File: src/verilog/bridge_pkg.sv
// Function
// - Lookahead-off bit selects line prefetch or single dword
// - Shallow exit latency copied to capability bits 8:6
// - Deep exit latency copied to capability bits 11:9
// - Channel struct bit picks next offset 000h/150h
// - Gate bit stops secondary clocks in D3
// - Beacon bit adds beacon to wake signalling
// - Two-bit scale gives minimum power multiplier
// - Minimum power value resets to zero, reprogrammable
// - Non-sticky fields reset by fundamental, global, power-on
// - Sticky gate and beacon bits survive fundamental and global resets, power-on clears them
// - Clock register bits 6:0 disable matching outputs
// - Clock register bit 7 reserved, reads zero
package bridge_pkg;
  // Register byte offsets in configuration space
  localparam logic [7:0]  OFS_GEN_SETTINGS = 8'hd4;
  localparam logic [7:0]  OFS_CLK_GATE     = 8'hd8;
  // Field positions in the general settings register
  localparam int          BIT_LOOKAHEAD    = 19;
  localparam int          LSB_SHALLOW_LAT  = 16;
  localparam int          LSB_DEEP_LAT     = 13;
  localparam int          BIT_VC_STRUCT    = 12;
  localparam int          BIT_CLK_GATE_D3  = 11;
  localparam int          BIT_BEACON       = 10;
  localparam int          LSB_MIN_SCALE    = 8;
  localparam int          LSB_MIN_VALUE    = 0;
  localparam int          GEN_BITS         = 20;
  // Reset values and masks
  localparam logic [19:0] GEN_RST          = 20'h6c000;
  localparam logic [19:0] GEN_STICKY       = 20'h00c00;
  localparam logic [7:0]  CLK_GATE_RST     = 8'h00;
  localparam logic [7:0]  CLK_GATE_WMASK   = 8'h7f;
  // Next-offset values of the error reporting header
  localparam logic [11:0] NEXT_OFS_NONE    = 12'h000;
  localparam logic [11:0] NEXT_OFS_VC      = 12'h150;
  // Secondary clocks and their timing
  localparam int          NUM_SEC_CLK      = 7;
  localparam int          CLK_PERIOD_PS    = 4000;
  localparam int          SEC_HALF_NS      = 15;
  localparam int          SEC_HALF_CYC     = (SEC_HALF_NS * 1000) / CLK_PERIOD_PS;
endpackage

File: src/verilog/clk_gate_if.sv
`timescale 1ns/10ps
// Carries gate requests to the clock generator and its state back
interface clk_gate_if;
  logic [6:0] want_on;
  logic [6:0] clk_out;
  logic       all_stopped;
  modport ctrl (output want_on, input clk_out, input all_stopped);
  modport gen  (input want_on, output clk_out, output all_stopped);
endinterface

File: src/verilog/bridge_power_and_clock_ctrl.sv
`timescale 1ns/10ps
module bridge_power_and_clock_ctrl #(
  parameter int HALF_CYC = bridge_pkg::SEC_HALF_CYC
) (
  input  wire logic        clk,
  input  wire logic        nrst,
  input  wire logic        link_fund_reset_n,
  input  wire logic        global_reset_input_n,
  input  wire logic        cfg_wr,
  input  wire logic        cfg_rd,
  input  wire logic [7:0]  cfg_addr,
  input  wire logic [3:0]  cfg_be,
  input  wire logic [31:0] cfg_wdata,
  output logic      [31:0] cfg_rdata,
  input  wire logic        pm_state_d3,
  output logic             prefetch_to_line,
  output logic      [2:0]  advertised_shallow_exit_latency,
  output logic      [2:0]  advertised_deep_exit_latency,
  output logic      [11:0] aer_next_offset,
  output logic             wake_use_beacon,
  output logic      [1:0]  min_power_scale,
  output logic      [7:0]  min_power_value,
  output logic      [6:0]  secondary_clock_output,
  output logic             sec_clocks_stopped
);
  localparam int GB = bridge_pkg::GEN_BITS;

  // Byte-enable merge of a write into a 32-bit word
  function automatic logic [31:0] merge_be(input logic [31:0] old, input logic [31:0] wd,
                                           input logic [3:0] be);
    logic [31:0] res;
    res = old;
    for (int i = 0; i < 4; i++)
      if (be[i])
        res[i*8 +: 8] = wd[i*8 +: 8];
    return res;
  endfunction

  logic [1:0]    fund_sync_r, fund_sync_nxt;
  logic [1:0]    glob_sync_r, glob_sync_nxt;
  logic          soft_clr;
  logic [GB-1:0] gen_r, gen_nxt;
  logic [7:0]    gate_r, gate_nxt;
  logic [11:0]   next_ofs_r, next_ofs_nxt;
  logic [31:0]   rdata_r, rdata_nxt;
  logic [31:0]   gen_word, gate_word;
  logic [31:0]   gen_merged, gate_merged;
  logic          prefetch_r, prefetch_nxt;
  logic          wr_gen, wr_gate;
  clk_gate_if    cgi ();

  // Reset pins cross into clk through two flops
  always_comb
  begin
    fund_sync_nxt = {fund_sync_r[0], link_fund_reset_n};
    glob_sync_nxt = {glob_sync_r[0], global_reset_input_n};
  end

  always_ff @(posedge clk or negedge nrst)
  begin
    if (!nrst)
    begin
      fund_sync_r <= 2'b00;
      glob_sync_r <= 2'b00;
    end
    else
    begin
      fund_sync_r <= fund_sync_nxt;
      glob_sync_r <= glob_sync_nxt;
    end
  end

  assign soft_clr = !fund_sync_r[1] || !glob_sync_r[1];
  assign wr_gen   = cfg_wr && (cfg_addr == bridge_pkg::OFS_GEN_SETTINGS);
  assign wr_gate  = cfg_wr && (cfg_addr == bridge_pkg::OFS_CLK_GATE);
  assign gen_word  = {{(32 - GB){1'b0}}, gen_r};
  assign gate_word = {24'h000000, gate_r};
  // Byte-lane merge of the incoming write
  assign gen_merged  = merge_be(gen_word, cfg_wdata, cfg_be);
  assign gate_merged = merge_be(gate_word, cfg_wdata, cfg_be);

  // Register next values, readback and derived header field
  always_comb
  begin
    gen_nxt  = gen_r;
    gate_nxt = gate_r;
    if (soft_clr)
    begin
      gen_nxt  = (gen_r & bridge_pkg::GEN_STICKY) | (bridge_pkg::GEN_RST & ~bridge_pkg::GEN_STICKY);
      gate_nxt = bridge_pkg::CLK_GATE_RST;
    end
    else
    begin
      if (wr_gen)
        gen_nxt = gen_merged[GB-1:0];
      if (wr_gate)
        gate_nxt = gate_merged[7:0] & bridge_pkg::CLK_GATE_WMASK;
    end
    prefetch_nxt = !gen_nxt[bridge_pkg::BIT_LOOKAHEAD];
    next_ofs_nxt = gen_nxt[bridge_pkg::BIT_VC_STRUCT] ? bridge_pkg::NEXT_OFS_VC
                                                       : bridge_pkg::NEXT_OFS_NONE;
    rdata_nxt = rdata_r;
    if (cfg_rd)
    begin
      case (cfg_addr)
        bridge_pkg::OFS_GEN_SETTINGS: rdata_nxt = gen_word;
        bridge_pkg::OFS_CLK_GATE:     rdata_nxt = gate_word;
        default:                      rdata_nxt = 32'h00000000;
      endcase
    end
  end

  // Sticky bits only cleared by the auxiliary power-on reset
  always_ff @(posedge clk or negedge nrst)
  begin
    if (!nrst)
    begin
      gen_r      <= bridge_pkg::GEN_RST;
      gate_r     <= bridge_pkg::CLK_GATE_RST;
      next_ofs_r <= bridge_pkg::NEXT_OFS_NONE;
      prefetch_r <= !bridge_pkg::GEN_RST[bridge_pkg::BIT_LOOKAHEAD];
      rdata_r    <= 32'h00000000;
    end
    else
    begin
      gen_r      <= gen_nxt;
      gate_r     <= gate_nxt;
      next_ofs_r <= next_ofs_nxt;
      prefetch_r <= prefetch_nxt;
      rdata_r    <= rdata_nxt;
    end
  end

  // Clock requests: per-output disable plus D3 stop
  assign cgi.want_on = ~gate_r[6:0] & ~{7{pm_state_d3 && gen_r[bridge_pkg::BIT_CLK_GATE_D3]}};

  sec_clk_gen #(
    .HALF_CYC (HALF_CYC)
  ) u_gen (
    .clk  (clk),
    .nrst (nrst),
    .gi   (cgi.gen)
  );

  // Outputs straight from flops
  assign cfg_rdata                       = rdata_r;
  assign prefetch_to_line                = prefetch_r;
  assign advertised_shallow_exit_latency = gen_r[bridge_pkg::LSB_SHALLOW_LAT +: 3];
  assign advertised_deep_exit_latency    = gen_r[bridge_pkg::LSB_DEEP_LAT +: 3];
  assign aer_next_offset                 = next_ofs_r;
  assign wake_use_beacon                 = gen_r[bridge_pkg::BIT_BEACON];
  assign min_power_scale                 = gen_r[bridge_pkg::LSB_MIN_SCALE +: 2];
  assign min_power_value                 = gen_r[bridge_pkg::LSB_MIN_VALUE +: 8];
  assign secondary_clock_output          = cgi.clk_out;
  assign sec_clocks_stopped              = cgi.all_stopped;
endmodule // bridge_power_and_clock_ctrl

File: src/verilog/sec_clk_gen.sv
`timescale 1ns/10ps
module sec_clk_gen #(
  parameter int HALF_CYC = bridge_pkg::SEC_HALF_CYC
) (
  input  wire logic  clk,
  input  wire logic  nrst,
  clk_gate_if.gen    gi
);
  logic [7:0] cnt_r, cnt_nxt;
  logic       phase_r, phase_nxt;
  logic [6:0] gate_r, gate_nxt;
  logic [6:0] out_r, out_nxt;
  logic       stop_r, stop_nxt;

  // Divider, gate update only while next phase is low
  always_comb
  begin
    cnt_nxt   = cnt_r + 8'h01;
    phase_nxt = phase_r;
    if (cnt_r == 8'(HALF_CYC - 1))
    begin
      cnt_nxt   = 8'h00;
      phase_nxt = ~phase_r;
    end
    gate_nxt = phase_nxt ? gate_r : gi.want_on;
    out_nxt  = {7{phase_nxt}} & gate_nxt;
    stop_nxt = (gate_nxt == 7'h00);
  end

  always_ff @(posedge clk or negedge nrst)
  begin
    if (!nrst)
    begin
      cnt_r   <= 8'h00;
      phase_r <= 1'b0;
      gate_r  <= 7'h7f;
      out_r   <= 7'h00;
      stop_r  <= 1'b0;
    end
    else
    begin
      cnt_r   <= cnt_nxt;
      phase_r <= phase_nxt;
      gate_r  <= gate_nxt;
      out_r   <= out_nxt;
      stop_r  <= stop_nxt;
    end
  end

  assign gi.clk_out     = out_r;
  assign gi.all_stopped = stop_r;
endmodule // sec_clk_gen
File: config.mk
export PLATFORM = sky130hd
export DESIGN_NAME = bridge_power_and_clock_ctrl
export DESIGN_NICKNAME = d
export VERILOG_FILES = /design/src/verilog/bridge_pkg.sv /design/src/verilog/clk_gate_if.sv /design/src/verilog/bridge_power_and_clock_ctrl.sv /design/src/verilog/sec_clk_gen.sv
export SDC_FILE = /design/constraint.sdc
export NUM_CORES = 1
export LEC_CHECK = 0
export BUFFER_PORTS_ARGS = -buffer_cell sky130_fd_sc_hd__buf_4
export CAP_MARGIN = 40
export CELL_PAD_IN_SITES_DETAIL_PLACEMENT = 1
export CELL_PAD_IN_SITES_GLOBAL_PLACEMENT = 2
export CORE_MARGIN = 10
export CORE_UTILIZATION = 31
export CTS_CLUSTER_SIZE = 16
export DETAILED_ROUTE_END_ITERATION = 16
export GPL_ROUTABILITY_DRIVEN = 0
export PLACE_DENSITY = 0.89
export SLEW_MARGIN = 20
export SYNTH_ARGS = -nofsm -noshare
export SYNTH_HDL_FRONTEND = slang
export SYNTH_HIERARCHICAL = 1
export SYNTH_SLANG_ARGS = --single-unit
File: constraint.sdc
create_clock -name clk -period 2.3 [get_ports clk]
set_clock_uncertainty 0.15 [all_clocks]
set_input_delay 0.46 -clock clk [delete_from_list [all_inputs] [get_ports clk]]
set_output_delay 0.46 -clock clk [all_outputs]
set_load 0.005 [all_outputs]
==> summary.md <==
| Metric | Value |
|---|---|
| # fillers | roughly 1200 |
| Die width | 128 um |
| # IOs | 121 |
| DRT Pass-1 Iters | 4 |
| Critical Path Start Type | flip-flop |
| MaxCap Viol Count | 0 |
| Leak Pwr | around 2.2 nW |
| Slowest CP cell | or4_1 |
| TNS Setup | 0 ns |
| Min-Delay Path Class | input port to flip-flop |
| Delay-heaviest family, CP | simple AND/OR/NAND/NOR gates |
| Total number of vias | 2498 |
| CP bufs+invs | 0 |
| Shortest period the worst path allows | 1.92 ns |
| Initial antenna violation count | 0 |
| Post-DR vias/cell | 4.70 |
| CP max FO | 7 |
| Worst path cell trace | and2_1 > nor2_1 > or4_1 > nor4_1 > mux2_2 |
| Placed Area | ~4200 um2 |
| Placed wire-length estimate | 7170 um |
| Post-synth top area share | 44.6% |
| CTS buffer count | 9 |
| Seq/Total Area, Yosys | 53.3% |
| Final WL | 9420 um |
| RSZ-0062 raised after global routing | false |
| Asr flop ratio synth | 100% |
| Outcome | finished, final reports clean |
| Ys flop type | dfrtp_1 |
| Chip height | 128 um |
| CTS-repair resized insts | 0 |
| Core ar. | 11400 um2 |
| Maximum clock frequency | 0.521 GHz |
| Syn. warnings | 6 |
| Pin count of the biggest net entering global routing | 44 |
| Residual DRC | 0 |
| Final period util | between 80% and 90% |
| WP data required | 2.42 ns |
| Antenna cells | 0 |
| Critical path's largest stage delay | between 0.5 and 0.6 ns |
| DR WL/cell | between 15 and 20 um |
| Number of H-tree levels | 3 |
| Design area | 4500 um2 |
| Mapped Cells | 312 |
| Rows | 39 |
| Crit end category | flip-flop |
| Slew @ Worst Pin | approximately 0.52 ns |
| Endpoints failing hold | 0 |
| Ranking of synthesized cells by area | dfrtp_1 45%, dfstp_2 8.8%, buf_4 8.6% |
| Vias in the first global route | 2796 |
| Final Max Slew Viols | 0 |
| FF+latch count, synth | 76 |
| Final nets | 437 |
| Starting Density | around a third |
| Mapped Area | 3590 um2 |
| Worst EP arrival | 2.04 ns |
| Grt ovf | 0 |
| GRT Overall Usage | 11.4% |
| IO Port Bufs | 86 |
| Clk sink count | 76 |
| Critical path class | flip-flop to flip-flop |
| Synth unique cells | 45 |
| Post-Syn Area per Cell | 11.5 um2 |
| Max VDD drop | 411 uV |
| Synth area leader | dfrtp_1 |
| # Post-CTS Setup Buffers | 0 |
| EDFF count, synth | 0 |
| DRT iter0 DRCs | 150 |
| Clock buffer depth | 2 |
| Worst-path clk slew | 0.06 ns |
| DIE AREA | 16300 um2 |
| PwrDens | approximately 640 nW/um2 |
| CTS tree | built |
| Slew headroom | 64.9% |
| First-pass GRT wire length | between 10000 and 15000 um |
| Area grow syn2layout | 25.3% |
| Post-route ant nets | 0 |
| Setup violators final | 0 |
| Worst-Skew Late Latency | between 0.3 and 0.4 ns |
| Root Driver | clkbuf_16 |
| Share of cells above drive strength 1 | 38.6% |
==> area by class of cell <==
class / count / area [um2] / share of cell area, %
Clock buffer: 9 / 225 / 5.00
Sequential cell: 76 / 1920 / 42.6
Timing Repair Buffer: 96 / 736 / 16.3
Tap cell: 143 / 179 / 3.97
Clock inverter: 7 / 67.6 / 1.50
Multi-Input combinational cell: 198 / 1370 / 30.4
Inverter: 3 / 11.3 / 0.250
==> repair_timing <==
item,CTS,global route
hold endpoints to repair,28,0
setup endpoints to repair,0,0
hold buffers,1,0
==> stage by stage <==
stage / total power [mW] / util [%] / setup slack (ns) / std cells / hold slack (ns)
floorplan: 1.44 / - / 0.276 / 332 / 0.0144
global placement: 1.51 / 37.0 / 0.140 / 515 / 0.185
detailed placement: 1.52 / 37.0 / 0.126 / 515 / 0.186
CTS: 2.92 / 39.6 / 0.342 / 532 / 0.0821
global route: 2.99 / 39.6 / 0.200 / 532 / 0.0743
finish: 2.88 / 39.6 / 0.380 / 532 / 0.0907
==> synthesized netlist by cell type, types with 2 or more instances <==
cell       n
and3_1     3
nand2_1   36
o21ai_0    2
and2b_2    7
xnor2_1    5
a22o_1    13
a21oi_1    4
nor4_1     4
nor3_4     2
ha_1       2
clkbuf_1  10
dfstp_2   12
inv_1      3
buf_2      2
mux2_2     6
nand4_1    8
a211o_1    5
nand3_1    6
nor2b_1    5
mux2i_1   18
dfrtp_1   64
a31oi_1    3
o31ai_1    4
buf_4     41
nor2_1    15
buf_6      2
nor3_1     5
mux2_4     4
and2_1     3
or4_1      2
and4b_1    2
==> flip-flops by register name (all words and copies together) (netlist names), 2 cells and up <==
register,cells
cfg_rdata,20
gen_r,20
u_gen/cnt_r,8
gate_r,7
u_gen/gate_r,7
u_gen/gi.clk_out,7
fund_sync_r,2
glob_sync_r,2
==> logic make-up after synthesis <==
group                    share of synthesized area, %
AO/OA/AOI/OAI                                    7.10
multiplexers                                     8.57
XOR/XNOR                                         2.23
adder cells (fa/ha/maj)                         0.696
buffers and inverters                            10.8
other                                           0.104
flip-flops                                       53.3
AND/OR/NAND/NOR                                  17.1
==> worst paths after layout <==
check,from,end,slack [ns],cells after the start
min,global_reset_input_n,glob_sync_r[0],0.09,1
min in group asynchronous,nrst,cfg_rdata[15],0.49,2
min reg2reg,glob_sync_r[0],glob_sync_r[1],0.20,0
max,gen_r[11],u_gen/gi.all_stopped,0.38,5
max reg2reg,gen_r[11],u_gen/gi.all_stopped,0.38,5
max in group asynchronous,nrst,u_gen/gate_r[6],0.87,3
==> report_power, final <==
part	internal [mW]	switching [mW]
Sequential	1.34	0.00211
Combinational	0.0589	0.0927
Clock	0.834	0.546
Total	2.24	0.641
==> cell usage in the layout (no fill, tap or decap), types with 2 or more instances in the layout <==
| cell type | count |
|---|---|
| nor4_1 | 4 |
| mux2i_1 | 18 |
| clkbuf_16 | 9 |
| nand2_1 | 36 |
| or4_1 | 2 |
| dfrtp_1 | 64 |
| inv_1 | 3 |
| and2b_2 | 7 |
| nand4_1 | 8 |
| nor3_4 | 2 |
| clkinvlp_4 | 3 |
| o31ai_1 | 4 |
| conb_1 | 21 |
| dfstp_2 | 12 |
| nor2b_1 | 5 |
| mux2_2 | 6 |
| o21ai_0 | 2 |
| xnor2_1 | 5 |
| ha_1 | 2 |
| nand3_1 | 6 |
| a31oi_1 | 3 |
| clkinv_2 | 3 |
| nor3_1 | 5 |
| and3_1 | 3 |
| nor2_1 | 15 |
| mux2_4 | 4 |
| buf_4 | 94 |
| a21oi_1 | 4 |
| a22o_1 | 13 |
| a211o_1 | 5 |
| and2_1 | 3 |
| and4b_1 | 2 |
==> metal layers <==
metal,GRT usage (%),share of wire (%),vias up
met2,18.8,49,73
met5,0,0,-
li1,-,-,1172
met3,4.47,7.0,8
met4,3.05,1.2,0
met1,13.6,43,1245
No activity file was read; power rests on OpenSTA's default activity.
